<file path="src/verilog/cc_timer_defs.vh">
// constants for the capture/compare timer
`ifndef CC_TIMER_DEFS_VH
`define CC_TIMER_DEFS_VH
`define RUN_STOP      2'h0
`define RUN_FREE      2'h1
`define RUN_CLR_EDGE  2'h2
`define RUN_CLR_MATCH 2'h3
`define EDGE_FALL     2'h0
`define EDGE_RISE     2'h1
`define EDGE_NONE     2'h2
`define EDGE_BOTH     2'h3
`define CNT_ZERO      16'h0000
`define CNT_ONE       16'h0001
`define CNT_MAX       16'hFFFF
`define PRE_W         8
`define PRE_ONE       8'h01
`define PRE_ZERO      8'h00
`define FILT_SAMPLES  2
`endif

</file>
<file path="src/verilog/edge_filter.v">
// noise filter and edge detector for one timer input
`timescale 1ns/1ps
module edge_filter (
  // clock and reset
  input  wire clk,
  input  wire rst_n,
  // sampling
  input  wire sample_en,
  input  wire din,
  // filtered edges, one-cycle pulses
  output reg  rise,
  output reg  fall
);
  reg [1:0] samp_reg;
  reg       level_reg;
  reg       primed_reg;

  always @(posedge clk or negedge rst_n) begin
    if (!rst_n) begin
      samp_reg   <= 2'h0;
      level_reg  <= 1'b0;
      primed_reg <= 1'b0;
      rise       <= 1'b0;
      fall       <= 1'b0;
    end else begin
      rise <= 1'b0;
      fall <= 1'b0;
      if (sample_en) begin
        samp_reg <= {samp_reg[0], din};
        // a level counts only after two equal samples in a row
        if (samp_reg[1] == samp_reg[0]) begin
          level_reg  <= samp_reg[0];
          primed_reg <= 1'b1;
          // no edge until a first stable level has been seen
          if (primed_reg && samp_reg[0] && !level_reg)
            rise <= 1'b1;
          if (primed_reg && !samp_reg[0] && level_reg)
            fall <= 1'b1;
        end
      end
    end
  end
endmodule // edge_filter

</file>
<file path="src/verilog/cc_timer.v">
// 16-bit capture/compare timer with filtered inputs and one-shot output
`timescale 1ns/1ps
`include "cc_timer_defs.vh"
module cc_timer #(
  parameter PRE_SEL_W = 3
) (
  // clock and reset
  input  wire                 clk,
  input  wire                 arst_n,
  // control
  input  wire [1:0]           run_mode,
  input  wire [PRE_SEL_W-1:0] prescale_sel,
  input  wire [1:0]           edge_select_a,
  input  wire [1:0]           edge_select_b,
  input  wire                 pin_function_a,
  input  wire                 pin_function_b,
  input  wire                 count_on_input_a,
  input  wire                 reverse_phase_capture_sel,
  input  wire                 compare_mode_a,
  input  wire                 compare_mode_b,
  input  wire                 oneshot_enable,
  input  wire                 oneshot_ext_enable,
  input  wire                 oneshot_software_trigger,
  input  wire                 overflow_clear,
  input  wire                 counter_read,
  // compare value writes
  input  wire                 write_a,
  input  wire                 write_b,
  input  wire [15:0]          write_data,
  // timer input pins
  input  wire                 timer_input_a,
  input  wire                 timer_input_b,
  // state and events
  output reg  [15:0]          main_counter,
  output reg  [15:0]          capture_compare_a,
  output reg  [15:0]          capture_compare_b,
  output reg                  overflow_flag,
  output reg                  capture_irq_a,
  output reg                  capture_irq_b,
  output reg                  oneshot_out
);
  reg        rst_s1_reg;
  reg        rst_n_reg;
  reg [`PRE_W-1:0] pre_reg;
  reg        cclk_rise_reg;
  reg        cclk_fall_reg;
  reg        pend_a_reg;
  reg        pend_b_reg;
  reg        ovf_window_reg;
  reg        shot_reg;
  reg        in_a_reg;
  reg        in_b_reg;

  wire a_rise;
  wire a_fall;
  wire b_rise;
  wire b_fall;
  wire running = (run_mode != `RUN_STOP);

  // reset release through two flops
  always @(posedge clk or negedge arst_n) begin
    if (!arst_n) begin
      rst_s1_reg <= 1'b0;
      rst_n_reg  <= 1'b0;
    end else begin
      rst_s1_reg <= 1'b1;
      rst_n_reg  <= rst_s1_reg;
    end
  end

  // count clock: period of 2^(sel+1) main clocks, rise at wrap, fall halfway
  // one bit wider so the longest period still fits before the cut
  wire [`PRE_W:0]   pre_period = ({{`PRE_W{1'b0}}, 1'b1} << prescale_sel) << 1'b1;
  wire [`PRE_W:0]   pre_last_w = pre_period - {{`PRE_W{1'b0}}, 1'b1};
  wire [`PRE_W:0]   pre_half_w = (pre_period >> 1'b1) - {{`PRE_W{1'b0}}, 1'b1};
  wire [`PRE_W-1:0] pre_last   = pre_last_w[`PRE_W-1:0];
  wire [`PRE_W-1:0] pre_half   = pre_half_w[`PRE_W-1:0];
  always @(posedge clk or negedge rst_n_reg) begin
    if (!rst_n_reg) begin
      pre_reg       <= `PRE_ZERO;
      cclk_rise_reg <= 1'b0;
      cclk_fall_reg <= 1'b0;
    end else begin
      cclk_rise_reg <= 1'b0;
      cclk_fall_reg <= 1'b0;
      if (!running) begin
        pre_reg <= `PRE_ZERO;
      end else begin
        pre_reg <= (pre_reg >= pre_last) ? `PRE_ZERO : pre_reg + `PRE_ONE;
        if (pre_reg >= pre_last)
          cclk_rise_reg <= 1'b1;
        if (pre_reg == pre_half)
          cclk_fall_reg <= 1'b1;
      end
    end
  end

  // pins register; a foreign pin function reads low
  always @(posedge clk or negedge rst_n_reg) begin
    if (!rst_n_reg) begin
      in_a_reg <= 1'b0;
      in_b_reg <= 1'b0;
    end else begin
      in_a_reg <= timer_input_a & pin_function_a;
      in_b_reg <= timer_input_b & pin_function_b;
    end
  end

  // filters stay in reset while stopped, so no edge is taken
  wire filt_rst_n = rst_n_reg & running;

  edge_filter u_filt_a (
    .clk       (clk),
    .rst_n     (filt_rst_n),
    .sample_en (count_on_input_a ? 1'b1 : cclk_fall_reg),
    .din       (in_a_reg),
    .rise      (a_rise),
    .fall      (a_fall)
  );

  edge_filter u_filt_b (
    .clk       (clk),
    .rst_n     (filt_rst_n),
    .sample_en (cclk_fall_reg),
    .din       (in_b_reg),
    .rise      (b_rise),
    .fall      (b_fall)
  );

  // valid and inverse edges by edge select
  reg a_valid;
  reg a_inverse;
  reg b_valid;
  always @* begin
    case (edge_select_a)
      `EDGE_FALL: begin a_valid = a_fall; a_inverse = a_rise; end
      `EDGE_RISE: begin a_valid = a_rise; a_inverse = a_fall; end
      `EDGE_BOTH: begin a_valid = a_rise | a_fall; a_inverse = 1'b0; end
      default:    begin a_valid = 1'b0; a_inverse = 1'b0; end
    endcase
    case (edge_select_b)
      `EDGE_FALL: b_valid = b_fall;
      `EDGE_RISE: b_valid = b_rise;
      `EDGE_BOTH: b_valid = b_rise | b_fall;
      default:    b_valid = 1'b0;
    endcase
  end

  // a count tick comes from input a edges or from the count clock rise
  wire tick = count_on_input_a ? a_valid : cclk_rise_reg;
  // input a is unusable as capture trigger when it drives the count
  wire a_trig_ok = !count_on_input_a;
  wire cap_b_trig = a_valid & a_trig_ok & !compare_mode_b;
  wire cap_a_trig = reverse_phase_capture_sel ? (a_inverse & a_trig_ok)
                                              : b_valid;
  wire cap_a_do = cap_a_trig & !compare_mode_a;
  // reverse-phase: b edge only flags interrupt a; capture a takes inverse a edges without an irq
  wire irq_a_ev = reverse_phase_capture_sel ? b_valid : cap_a_do;

  // one-shot triggers; not offered in match-clear mode
  wire shot_mode = (run_mode == `RUN_FREE) || (run_mode == `RUN_CLR_EDGE);
  wire ext_shot  = oneshot_enable & shot_mode & oneshot_ext_enable & a_valid;
  wire sw_shot   = oneshot_enable & shot_mode & oneshot_software_trigger & !shot_reg;

  wire at_max    = (main_counter == `CNT_MAX);
  wire match_a   = compare_mode_a & (main_counter == capture_compare_a);
  wire clr_edge  = (run_mode == `RUN_CLR_EDGE) & a_valid;
  wire clr_match = (run_mode == `RUN_CLR_MATCH) & match_a & tick;
  wire restart   = clr_edge | ext_shot | sw_shot;
  // a match at maximum in match-clear mode still counts as an overflow
  wire ovf_ev    = tick & at_max & !restart &
                   ((run_mode != `RUN_CLR_MATCH) ||
                    (capture_compare_a == `CNT_MAX));
  wire ovf_event_or_window;

  // counter
  always @(posedge clk or negedge rst_n_reg) begin
    if (!rst_n_reg) begin
      main_counter <= `CNT_ZERO;
    end else if (!running) begin
      main_counter <= `CNT_ZERO;
    end else if (restart || clr_match) begin
      main_counter <= `CNT_ZERO;
    end else if (tick) begin
      main_counter <= main_counter + `CNT_ONE;
    end
  end

  // overflow flag; a clear inside the window after wrap is dropped
  always @(posedge clk or negedge rst_n_reg) begin
    if (!rst_n_reg) begin
      overflow_flag  <= 1'b0;
      ovf_window_reg <= 1'b0;
    end else begin
      if (ovf_event_or_window)
        overflow_flag <= 1'b1;
      else if (overflow_clear)
        overflow_flag <= 1'b0;
      if (ovf_ev)
        ovf_window_reg <= 1'b1;
      else if (tick || restart || !running)
        ovf_window_reg <= 1'b0; // counter leaves zero, restarts or stops
    end
  end
  assign ovf_event_or_window = ovf_ev | ovf_window_reg;

  // capture/compare registers; counter_read has no path here
  always @(posedge clk or negedge rst_n_reg) begin
    if (!rst_n_reg) begin
      capture_compare_a <= `CNT_ZERO;
      capture_compare_b <= `CNT_ZERO;
    end else begin
      // captures land with the count clock fall, as the filters do
      if (cap_a_do)
        capture_compare_a <= main_counter;
      else if (write_a && compare_mode_a)
        capture_compare_a <= write_data;
      if (cap_b_trig)
        capture_compare_b <= main_counter;
      else if (write_b && compare_mode_b)
        capture_compare_b <= write_data;
      // contents simply left as they are on stop; software must not trust them
    end
  end

  // interrupts wait for the next count clock rise
  wire match_b = compare_mode_b & (main_counter == capture_compare_b) & tick;
  always @(posedge clk or negedge rst_n_reg) begin
    if (!rst_n_reg) begin
      pend_a_reg    <= 1'b0;
      pend_b_reg    <= 1'b0;
      capture_irq_a <= 1'b0;
      capture_irq_b <= 1'b0;
    end else begin
      capture_irq_a <= 1'b0;
      capture_irq_b <= 1'b0;
      if (!running) begin
        pend_a_reg <= 1'b0;
        pend_b_reg <= 1'b0;
      end else begin
        if (cclk_rise_reg) begin
          capture_irq_a <= pend_a_reg | irq_a_ev | (match_a & tick);
          capture_irq_b <= pend_b_reg | cap_b_trig | match_b;
          pend_a_reg    <= 1'b0;
          pend_b_reg    <= 1'b0;
        end else begin
          // the clear at the rise always wins; an event in that cycle goes straight to the irq
          pend_a_reg <= pend_a_reg | irq_a_ev | (match_a & tick);
          pend_b_reg <= pend_b_reg | cap_b_trig | match_b;
        end
      end
    end
  end

  // one-shot: active from trigger until counter reaches register a,
  // output high once the counter has reached register b
  always @(posedge clk or negedge rst_n_reg) begin
    if (!rst_n_reg) begin
      shot_reg    <= 1'b0;
      oneshot_out <= 1'b0;
    end else begin
      if (!running || !shot_mode) begin
        shot_reg    <= 1'b0;
        oneshot_out <= 1'b0;
      end else if (ext_shot || sw_shot) begin
        shot_reg    <= 1'b1;
        oneshot_out <= 1'b0;
      end else if (shot_reg && tick) begin
        if (main_counter == capture_compare_a) begin
          shot_reg    <= 1'b0;
          oneshot_out <= 1'b0;
        end else if (main_counter == capture_compare_b) begin
          oneshot_out <= 1'b1;
        end
      end
    end
  end

  // counter_read is accepted only to show it touches nothing
  wire unused_read = counter_read;
endmodule // cc_timer

</file>
<file path="config.mk">
export PLATFORM = sky130hd
export DESIGN_NAME = cc_timer
export DESIGN_NICKNAME = d
export VERILOG_FILES = /design/src/verilog/edge_filter.v /design/src/verilog/cc_timer.v
export VERILOG_INCLUDE_DIRS = /design/src /design/src/verilog
export SDC_FILE = /design/constraint.sdc
export NUM_CORES = 1
export LEC_CHECK = 0
export BUFFER_PORTS_ARGS = -buffer_cell sky130_fd_sc_hd__buf_2
export CAP_MARGIN = 20
export CORE_MARGIN = 2
export CORE_UTILIZATION = 50
export DETAILED_ROUTE_END_ITERATION = 8
export PLACE_DENSITY_LB_ADDON = 0.3
export SLEW_MARGIN = 20
export SYNTH_ARGS = -nofsm -noshare
export SYNTH_HDL_FRONTEND = slang
export SYNTH_SLANG_ARGS = --single-unit
</file>
<file path="constraint.sdc">
create_clock -name clk -period 6.5 [get_ports clk]
set_input_delay 0.325 -clock clk [delete_from_list [all_inputs] [get_ports clk]]
set_output_delay 0.325 -clock clk [all_outputs]
set_load 0.01 [all_outputs]
</file>
==> results of run 1 <==
cell families (layout without fill, tap and decap cells):
group | count (synthesis) | count (layout) | share of synthesized area [%]
mux | 5 | 5 | 1.16
other cells | 1 | 2 | 0.0787
flops | 82 | 82 | 43.1
fa+ha+maj | 13 | 13 | 3.41
xor+xnor | 52 | 52 | 9.72
buf+inv | 45 | 123 | 4.46
simple gates | 165 | 165 | 19.0
compound gates | 108 | 108 | 19.1
layout by cell type (no fill, tap or decap), types with 3 or more instances in the layout:
cell                        netlist  final
sky130_fd_sc_hd__nor3_1          11     11
sky130_fd_sc_hd__xnor2_1         13     13
sky130_fd_sc_hd__nand2_1         27     27
sky130_fd_sc_hd__o2111ai_1        4      4
sky130_fd_sc_hd__xor2_1          38     38
sky130_fd_sc_hd__and3_1          39     39
sky130_fd_sc_hd__nor2b_1          7      6
sky130_fd_sc_hd__nand4_1         12     12
sky130_fd_sc_hd__and2_1           3      3
sky130_fd_sc_hd__nand2b_1         4      4
sky130_fd_sc_hd__o21ai_0          8      8
sky130_fd_sc_hd__a31o_2           5      5
sky130_fd_sc_hd__a211o_1          3      3
sky130_fd_sc_hd__a221o_1         32     32
sky130_fd_sc_hd__nor4_1           8      8
sky130_fd_sc_hd__nand3_1         15     15
sky130_fd_sc_hd__clkbuf_8         0      9
sky130_fd_sc_hd__nor2_1          23     23
sky130_fd_sc_hd__dfrtp_1         82     81
sky130_fd_sc_hd__ha_1            13     13
sky130_fd_sc_hd__a21oi_1         13     13
sky130_fd_sc_hd__buf_2           10     92
sky130_fd_sc_hd__or3_1            3      3
sky130_fd_sc_hd__o21a_1           4      4
sky130_fd_sc_hd__inv_1           13     13
sky130_fd_sc_hd__o211ai_1        12     12
sky130_fd_sc_hd__mux2_2           4      4
stage by stage:
stage / worst slack, ns / hold slack, ns / cells
after floorplan: 3.65 / 0.0294 / 471
after CTS: 3.69 / 0.165 / 678
after global placement: 3.44 / 0.111 / 661
after detailed placement: 3.31 / 0.111 / 661
after global routing: 3.45 / 0.183 / 678
final: 3.66 / 0.176 / 679
layout make-up:
type                       count  area share (%)
tap                          129            2.95
clock inverter                 6            1.65
timing repair buffer          94            8.75
clock buffer                  10            2.34
inverter                      13           0.893
sequential                    82            37.6
multi-input combinational    344            45.8
antenna                        1          0.0458
cells in the mapped netlist, types with 3 or more instances:
cell	count
sky130_fd_sc_hd__clkbuf_1	16
sky130_fd_sc_hd__nand2_1	27
sky130_fd_sc_hd__nand2b_1	4
sky130_fd_sc_hd__a21oi_1	13
sky130_fd_sc_hd__a211o_1	3
sky130_fd_sc_hd__o21ai_0	8
sky130_fd_sc_hd__o2111ai_1	4
sky130_fd_sc_hd__nor2_1	23
sky130_fd_sc_hd__buf_2	10
sky130_fd_sc_hd__nor4_1	8
sky130_fd_sc_hd__ha_1	13
sky130_fd_sc_hd__xnor2_1	13
sky130_fd_sc_hd__mux2_2	4
sky130_fd_sc_hd__o21a_1	4
sky130_fd_sc_hd__nand3_1	15
sky130_fd_sc_hd__a221o_1	32
sky130_fd_sc_hd__nand4_1	12
sky130_fd_sc_hd__a31o_2	5
sky130_fd_sc_hd__buf_6	3
sky130_fd_sc_hd__inv_1	13
sky130_fd_sc_hd__and2_1	3
sky130_fd_sc_hd__dfrtp_1	82
sky130_fd_sc_hd__or3_1	3
sky130_fd_sc_hd__nor2b_1	7
sky130_fd_sc_hd__xor2_1	38
sky130_fd_sc_hd__and3_1	39
sky130_fd_sc_hd__nor3_1	11
sky130_fd_sc_hd__o211ai_1	12
what timing repair did:
action,CTS,global route
gates resized for setup,0,0
hold endpoints to repair,2,0
hold buffers,1,0
endpoints found under the setup margin,0,0
metal layers:
layer	vias to the layer above	global-route usage, %
met3	20	4.42
met1	1994	32.3
li1	1911	-
met4	0	10.1
met2	199	40.7
met5	-	0
critical path: cells and delay by family:
family | cells | cell delay [ns]
AO/OA/AOI/OAI | 4 | 1.22
AND/OR/NAND/NOR | 2 | 0.58
buffers and inverters | 1 | 0.14
XOR/XNOR | 1 | 0.27
adder cells (fa/ha/maj) | 2 | 0.59
final timing paths:
path,end,slack [ns],cells after the start
hold reg to reg,rst_n_reg,0.36,0
max in group asynchronous,u_filt_b.rise,4.88,2
setup reg to reg,main_counter[10],4.09,5
setup / recovery,pre_reg[7],3.66,10
min in group asynchronous,rst_n_reg,0.28,2
hold / removal,in_a_reg,0.18,2
power by group through the flow:
stage	logic, W	clock network, W	registers, W
floorplan	0.000225	0	0.000660
global placement	0.000302	0	0.000685
detailed placement	0.000314	0	0.000689
CTS	0.000316	0.000418	0.000678
global route	0.000353	0.000443	0.000691
finish	0.000315	0.000410	0.000681
==> flow_metrics.env, run 1 <==
export IMPL_static_leakage_power_nw=2.70
export IMPL_area_delta_synth_final_pct=14.7
export IMPL_synth_yosys_seq_area_share_pct=43.1
export IMPL_postPlaceCellArea_um2=5230
export IMPL_netSwitchingFraction_pct=33.3
export IMPL_gr_usage_all_layers_pct=24.8
export IMPL_postSynthAreaPerCell_um2=10.1
export IMPL_start_kind="primary input"
export IMPL_largest_registers="capture_compare_a (16), capture_compare_b (16), main_counter (16)"
export IMPL_ios=94
export IMPL_wl_met3_um=965
export IMPL_pins_over_slew_limit=0
export IMPL_ctsRootBufferMaster="sky130_fd_sc_hd__clkbuf_8"
export IMPL_synth_top_flop_cell="sky130_fd_sc_hd__dfrtp_1"
export IMPL_finalCritPeriodShare_pct=43.6
export IMPL_cts_sinks=82
export IMPL_yosysWarningCount=0
export IMPL_hold_startpoint="pin_function_a"
export IMPL_post_synth_instance_area_um2=4760
export IMPL_clock_latency_ns=0.35
export IMPL_status="finished clean"
export IMPL_dp_final_hpwl_mm=9.02
export IMPL_multi_input_area_um2=2500
export IMPL_yosysTopAreaCellShare_pct=43.1
export IMPL_synth_largest_area_cell="sky130_fd_sc_hd__dfrtp_1"
export IMPL_share_seq_of_total_power_pct=48.4
export IMPL_tritoncts_num_buffers=9
export IMPL_longest_clk_path_bufs=2
export IMPL_post_route_util_pct=59.1
export IMPL_fillCellCount=807
export IMPL_maxClockFrequency_mhz=353
export IMPL_worst_path_clk_slew_ns=0.08
export IMPL_ff_latch_area_um2=2050
export IMPL_gp_congestion=0.885
export IMPL_detailedRoute_firstPassIterationCount=5
export IMPL_route_detailed_wl_per_inst_um=18.4
export IMPL_vias_in_the_first_global_route=3929
export IMPL_port_buffers=92
export IMPL_core_region_area_um2=9240
export IMPL_crit_path_end_kind="register"
export IMPL_layout_min_cycle_time_ns=2.84
export IMPL_final_cell_area_um2=5460
export IMPL_worst_endpoint_required_ns=6.78
export IMPL_ys_async_sr_fraction_pct=100
export IMPL_worstPathCellList="buf_2, or3_1, ha_1, xnor2_1, ha_1, a2111oi_0, o21ai_0, a31o_2, a211o_1, nor2_1"
export IMPL_netlist_cell_type_count=64
export IMPL_timing_final_hold_violations=0
export IMPL_drc_errors=0
export IMPL_post_layout_total_power_w=0.00141
export IMPL_design_die_area_um2=10300
export IMPL_antenna_left=0
export IMPL_antenna_found_initial=1
export IMPL_placementRows=35
export IMPL_routed_wl_mm=12.5
export IMPL_tns_ns=0
export IMPL_maxSlewHeadroom_pct=28.5
export IMPL_p_clk_share_pct=29.1
export IMPL_wl_met2_mm=6.10
export IMPL_top_layer_used="met4"
export IMPL_grt_start_max_net_pins=70
export IMPL_peakVddDrop_mv=0.170
export IMPL_worst_path_max_fanout=8
export IMPL_grt_remaining_overflow=0
export IMPL_int_pwr_w=0.000938
export IMPL_critical_path_slowest_cell="sky130_fd_sc_hd__or3_1"
export IMPL_final_layout_size_suffix_gt1_share_pct=24.0
export IMPL_layout_nets=599
export IMPL_timing_final_setup_violations=0
export IMPL_r2r_start="main_counter[2]"
export IMPL_crit_path_frequent_cell="sky130_fd_sc_hd__ha_1"
export IMPL_detailroute_via_count=4124
export IMPL_power_switching_w=0.000468
export IMPL_rsz0062_at_grt="no"
export IMPL_max_cap_violations=0
export IMPL_route_detailed_vias_per_inst=6.07
export IMPL_routedLengthMet1_mm=5.18
export IMPL_hp_class="primary input to register"
export IMPL_initial_core_utilization_pct=51.6
export IMPL_max_stage_delay_ns=0.44
export IMPL_synth_enable_flop_cells=0
export IMPL_cellPowerDensity_nw_per_um2=257
export IMPL_htree_num_levels=3
export IMPL_combinationalPowerShare_pct=22.4
export IMPL_timing_worst_setup_path_type="primary input to register"
export IMPL_die_height_um=102
export IMPL_cp_arrival_ns=3.12
export IMPL_grt_first_pass_wirelength_mm=19.7
export IMPL_final_setup_skew_ns=0.0114
export IMPL_worst_setup_path_startpoint="prescale_sel[0]"
export IMPL_worst_slew_pin_transition_ns=1.07
export IMPL_cts_repair_timing_setup_buffer_count=0
export IMPL_tritoncts="built"
export IMPL_syn_inst=471
export IMPL_ys_seq_elements=82
export IMPL_drt_initial_drc_count=268
export IMPL_mappedNetlistNets=526
export IMPL_post_synth_main_area_contributors="sky130_fd_sc_hd__dfrtp_1, sky130_fd_sc_hd__xor2_1, sky130_fd_sc_hd__a221o_1"
export IMPL_die_width_um=102
(Power assumes the default switching activity.)
==> run 2: changes to the inputs <==
==> constraint.sdc (replaced) <==
create_clock -name clk -period 2.7 [get_ports clk]
set_input_delay 0.135 -clock clk [delete_from_list [all_inputs] [get_ports clk]]
set_output_delay 0.135 -clock clk [all_outputs]
set_load 0.01 [all_outputs]
==> flow_metrics.env, run 2 (same netlist as run 1, synthesis figures left out) <==
export IMPL_dp_final_hpwl_mm=9.54
export IMPL_max_cap_violations=0
export IMPL_gp_congestion=0.927
export IMPL_timing_hold_ws_ns=0.0354
export IMPL_layout_nets=625
export IMPL_grt_start_max_net_pins=53
export IMPL_worst_path_max_fanout=8
export IMPL_post_layout_total_power_w=0.00330
export IMPL_antenna_found_initial=1
export IMPL_final_setup_skew_ns=0.0144
export IMPL_rsz0062_at_grt="no"
export IMPL_port_buffers=92
export IMPL_worstPathCellList="buf_2, or3_1, ha_1, xnor2_1, ha_1, a2111oi_0, o21ai_0, a31o_2, a211o_1, nor2_1"
export IMPL_detailroute_via_count=4256
export IMPL_die_height_um=102
export IMPL_drc_errors=0
export IMPL_worst_slew_pin_transition_ns=0.998
export IMPL_tritoncts_num_buffers=9
export IMPL_placementRows=35
export IMPL_fillCellCount=837
export IMPL_gr_usage_all_layers_pct=25.6
export IMPL_maxClockFrequency_mhz=409
export IMPL_longest_clk_path_bufs=2
export IMPL_detailedRoute_firstPassIterationCount=5
export IMPL_post_route_util_pct=61.0
export IMPL_route_detailed_wl_per_inst_um=18.2
export IMPL_static_leakage_power_nw=2.81
export IMPL_route_detailed_vias_per_inst=6.05
export IMPL_insertedDiodeCount=0
export IMPL_core_region_area_um2=9240
export IMPL_routed_wl_mm=12.8
export IMPL_max_stage_delay_ns=0.41
export IMPL_worstHoldPathCells=4
export IMPL_htree_num_levels=3
export IMPL_dp_cells=683
export IMPL_area_delta_synth_final_pct=18.3
export IMPL_cp_num_cells=10
export IMPL_crit_path_end_kind="register"
export IMPL_cts_repair_timing_setup_buffer_count=0
export IMPL_tritoncts="built"
export IMPL_crit_path_frequent_cell="sky130_fd_sc_hd__ha_1"
export IMPL_start_kind="primary input"
export IMPL_initial_core_utilization_pct=51.6
export IMPL_layout_cells_most_common="sky130_fd_sc_hd__buf_2"
export IMPL_status="finished clean"
export IMPL_design_die_area_um2=10300
export IMPL_timing_final_setup_violations=0
export IMPL_pre_cts_ws_ns=-0.136
export IMPL_grt_remaining_overflow=0
export IMPL_ios=94
export IMPL_worst_path_clk_slew_ns=0.09
export IMPL_vias_in_the_first_global_route=3976
export IMPL_finalCritPeriodShare_pct=90.4
export IMPL_drt_initial_drc_count=283
export IMPL_cellPowerDensity_nw_per_um2=586
export IMPL_maxSlewHeadroom_pct=33.2
export IMPL_mostFrequentLayoutCells="sky130_fd_sc_hd__buf_2, sky130_fd_sc_hd__dfrtp_1, sky130_fd_sc_hd__and3_1"
export IMPL_grt_first_pass_wirelength_mm=20.3
export IMPL_peakVddDrop_mv=0.279
export IMPL_die_width_um=102
export IMPL_worst_endpoint_required_ns=3.00
export IMPL_worstRegToRegCells=6
export IMPL_clock_latency_ns=0.36
export IMPL_cp_top_family="compound AO/OA/AOI/OAI gates"
export IMPL_layout_cells_non_filler=704
export IMPL_ctsRootBufferMaster="sky130_fd_sc_hd__clkbuf_8"
export IMPL_hp_class="primary input to register"
export IMPL_largest_registers="capture_compare_a (16), capture_compare_b (16), main_counter (16)"
export IMPL_layout_min_cycle_time_ns=2.44
export IMPL_timing_final_hold_violations=0
export IMPL_cts_sinks=82
export IMPL_timing_worst_setup_path_type="primary input to register"
export IMPL_critPathBufInv=1
export IMPL_layout_setup_ws_ns=0.258
export IMPL_final_layout_size_suffix_gt1_share_pct=26.6
export IMPL_cp_arrival_ns=2.74
export IMPL_pins_over_slew_limit=0
export IMPL_critical_path_slowest_cell="sky130_fd_sc_hd__a2111oi_0"
export IMPL_antenna_left=0
==> run 2: path summary, 6_finish.rpt <==
check,from,to,slack (ns)
max in group asynchronous,rst_n_reg,u_filt_a.fall,1.85
min reg2reg,rst_n_reg,capture_irq_b,0.21
max,prescale_sel[0],pre_reg[6],0.26
min,overflow_clear,overflow_flag,0.04
max reg2reg,pre_reg[3],pre_reg[6],0.48
min in group asynchronous,arst_n,rst_s1_reg,0.07
==> run 2: worst min-delay path, cell delays in order <==
cell,delay (ns)
sky130_fd_sc_hd__buf_2,0.09
sky130_fd_sc_hd__inv_1,0.04
sky130_fd_sc_hd__a21oi_1,0.05
sky130_fd_sc_hd__nand2_1,0.04
==> run 2: repair_timing <==
item | in CTS | in global routing
gates resized for setup | 0 | 0
hold buffers | 5 | 0
endpoints found under the hold margin | 4 | 0
==> run 2: layer usage <==
| metal | GRT usage, % | up-vias | wire [um] |
|---|---|---|---|
| met5 | 0 | - | 0 |
| met4 | 9.77 | 0 | 285 |
| met3 | 5.52 | 25 | 993 |
| met2 | 43.6 | 203 | 6380 |
| met1 | 32.0 | 2070 | 5150 |
| li1 | - | 1958 | - |
==> run 2: layout make-up <==
type | instances | area [um2] | share of cell area [%]
flip-flops and latches | 82 | 2050 | 36.4
well taps | 129 | 161 | 2.86
clock buffers | 10 | 128 | 2.26
clock inverters | 6 | 50.0 | 0.888
inverters | 13 | 48.8 | 0.866
repair buffers | 120 | 696 | 12.3
multi-input cells | 344 | 2500 | 44.4
==> run 2: per-stage QoR <==
step,TNS (ns),cell area [um2]
2_1_floorplan,0,4760
3_3_place_gp,0,5410
3_5_place_dp,-0.787,5410
4_1_cts,0,5640
5_1_grt,0,5640
6_report,0,5640
==> run 2: power by group <==
group,internal [W],switching [W]
Clock,0.000344,0.000488
Combinational,0.000411,0.000478
Sequential,0.00137,0.000208
==> run 3: changes to the inputs <==
--- a/config.mk
+++ b/config.mk
@@ -6,7 +6,7 @@
 export SDC_FILE = /design/constraint.sdc
 export NUM_CORES = 1
 export LEC_CHECK = 0
-export BUFFER_PORTS_ARGS = -buffer_cell sky130_fd_sc_hd__buf_2
+export BUFFER_PORTS_ARGS = -buffer_cell sky130_fd_sc_hd__buf_4
 export CAP_MARGIN = 20
 export CORE_MARGIN = 2
 export CORE_UTILIZATION = 50
==> flow_metrics.env, run 3 (same netlist as run 1, synthesis figures left out) <==
export IMPL_status="finished clean"
export IMPL_final_layout_size_suffix_gt1_share_pct=27.1
export IMPL_grt_remaining_overflow=0
export IMPL_worst_slew_pin_transition_ns=0.800
export IMPL_route_detailed_vias_per_inst=6.03
export IMPL_route_detailed_wl_per_inst_um=18.5
export IMPL_longest_clk_path_bufs=2
export IMPL_worstHoldPathCells=4
export IMPL_tritoncts_num_buffers=9
export IMPL_tritoncts="built"
export IMPL_area_delta_synth_final_pct=24.3
export IMPL_largest_registers="capture_compare_a (16), capture_compare_b (16), main_counter (16)"
export IMPL_initial_core_utilization_pct=51.6
export IMPL_cellPowerDensity_nw_per_um2=600
export IMPL_layout_min_cycle_time_ns=2.44
export IMPL_critical_path_slowest_cell="sky130_fd_sc_hd__or3_1"
export IMPL_crit_path_end_kind="register"
export IMPL_antenna_left=0
export IMPL_max_stage_delay_ns=0.40
export IMPL_htree_num_levels=3
export IMPL_hold_startpoint="overflow_clear"
export IMPL_detailroute_via_count=4253
export IMPL_worst_path_clk_slew_ns=0.09
export IMPL_dp_final_hpwl_mm=9.62
export IMPL_static_leakage_power_nw=2.90
export IMPL_pins_over_slew_limit=0
export IMPL_antenna_found_initial=0
export IMPL_timing_final_hold_violations=0
export IMPL_worst_endpoint_required_ns=2.99
export IMPL_routed_wl_mm=13.1
export IMPL_die_width_um=102
export IMPL_maxClockFrequency_mhz=411
export IMPL_r2r_start="pre_reg[3]"
export IMPL_final_setup_skew_ns=0.00998
export IMPL_drc_errors=0
export IMPL_finalCritPeriodShare_pct=90.2
export IMPL_ctsRootBufferMaster="sky130_fd_sc_hd__clkbuf_8"
export IMPL_mostFrequentLayoutCells="sky130_fd_sc_hd__buf_4, sky130_fd_sc_hd__dfrtp_1, sky130_fd_sc_hd__and3_1"
export IMPL_clock_latency_ns=0.36
export IMPL_r2r_end="pre_reg[3]"
export IMPL_gr_usage_all_layers_pct=26.1
export IMPL_die_height_um=102
export IMPL_peakVddDrop_mv=0.358
export IMPL_worst_path_max_fanout=8
export IMPL_rrSetupSlack_ns=0.53
export IMPL_layout_setup_ws_ns=0.265
export IMPL_design_die_area_um2=10300
export IMPL_hold_end="overflow_flag"
export IMPL_port_buffers=92
export IMPL_crit_path_frequent_cell="sky130_fd_sc_hd__ha_1"
export IMPL_worstPathCellList="buf_4, or3_1, ha_1, xnor2_1, ha_1, a2111oi_2, o21ai_0, a31o_2, a211o_1, nor2_1"
export IMPL_core_region_area_um2=9240
export IMPL_layout_nets=626
export IMPL_hp_class="primary input to register"
export IMPL_drt_initial_drc_count=300
export IMPL_placementRows=35
export IMPL_layout_cells_most_common="sky130_fd_sc_hd__buf_4"
export IMPL_cts_sinks=82
export IMPL_grt_start_max_net_pins=51
export IMPL_start_kind="primary input"
export IMPL_timing_worst_setup_path_type="primary input to register"
export IMPL_detailedRoute_firstPassIterationCount=5
export IMPL_grt_first_pass_wirelength_mm=20.7
export IMPL_gp_congestion=0.915
export IMPL_final_cell_area_um2=5920
export IMPL_timing_hold_ws_ns=0.0699
export IMPL_cp_arrival_ns=2.73
export IMPL_rsz0062_at_grt="no"
export IMPL_ios=94
export IMPL_vias_in_the_first_global_route=4068
export IMPL_maxSlewHeadroom_pct=46.4
export IMPL_max_cap_violations=0
export IMPL_worstRegToRegCells=6
export IMPL_postPlaceCellArea_um2=5650
export IMPL_pre_cts_ws_ns=-0.200
export IMPL_insertedDiodeCount=0
export IMPL_timing_final_setup_violations=0
## run 3: cell count changes in the layout (fill, tap and decap cells not counted), sizes merged
cell      previous run  this run
buf                115       116
inv                 15        14
clkinvlp             2         1
bufinv               0         2
## run 3: metal layers
layer	vias up	share of wire [%]	track usage [%]
li1	1964	-	-
met1	2098	41	33.6
met2	167	50	43.2
met3	24	7.2	5.38
met4	0	2.3	10.4
met5	-	0	0
## run 3: final cells by class
type / instances / area [um2]
multi-input cells: 344 / 2510
clock inverters: 6 / 90.1
flip-flops and latches: 82 / 2050
clock buffers: 10 / 128
inverters: 13 / 48.8
fillers: 763 / 3320
repair buffers: 121 / 933
well taps: 129 / 161
## run 3: worst max path at each step
stage | from | to | slack, ns | cells after the start
after CTS | prescale_sel[0] | pre_reg[3] | 0.17 | 10
after global routing | prescale_sel[0] | pre_reg[3] | 0.09 | 12
after detailed placement | prescale_sel[0] | pre_reg[3] | -0.20 | 10
after global placement | prescale_sel[0] | pre_reg[2] | 0.02 | 10
final | prescale_sel[0] | pre_reg[3] | 0.26 | 10
after floorplan | prescale_sel[0] | pre_reg[2] | 0.04 | 10
## run 3: worst max-delay path, delay by kind of cell
family / cells / cell delay, ns
buf+inv: 1 / 0.11
compound gates: 4 / 1.14
fa+ha+maj: 2 / 0.55
simple gates: 2 / 0.55
xor+xnor: 1 / 0.24
## run 3: through the flow
stage	setup TNS, ns	total power (W)	util [%]	instances
after floorplan	0	0.00213	-	471
final	0	0.00355	64.1	705
after detailed placement	-1.40	0.00255	61.1	684
after global placement	0	0.00252	61.1	684
after CTS	0	0.00355	64.0	705
after global routing	0	0.00373	64.1	705
## run 3: power by group
part           internal [W]  switching, W
Sequential          0.00137      0.000222
Combinational      0.000480      0.000477
Clock              0.000525      0.000475
Total               0.00238       0.00117
## run 3: what timing repair did
item / in CTS / in global routing
setup buffers: 0 / 0
endpoints found under the hold margin: 4 / 0
gates resized for setup: 0 / 2
hold buffers: 5 / 0
setup endpoints to repair: 0 / 8
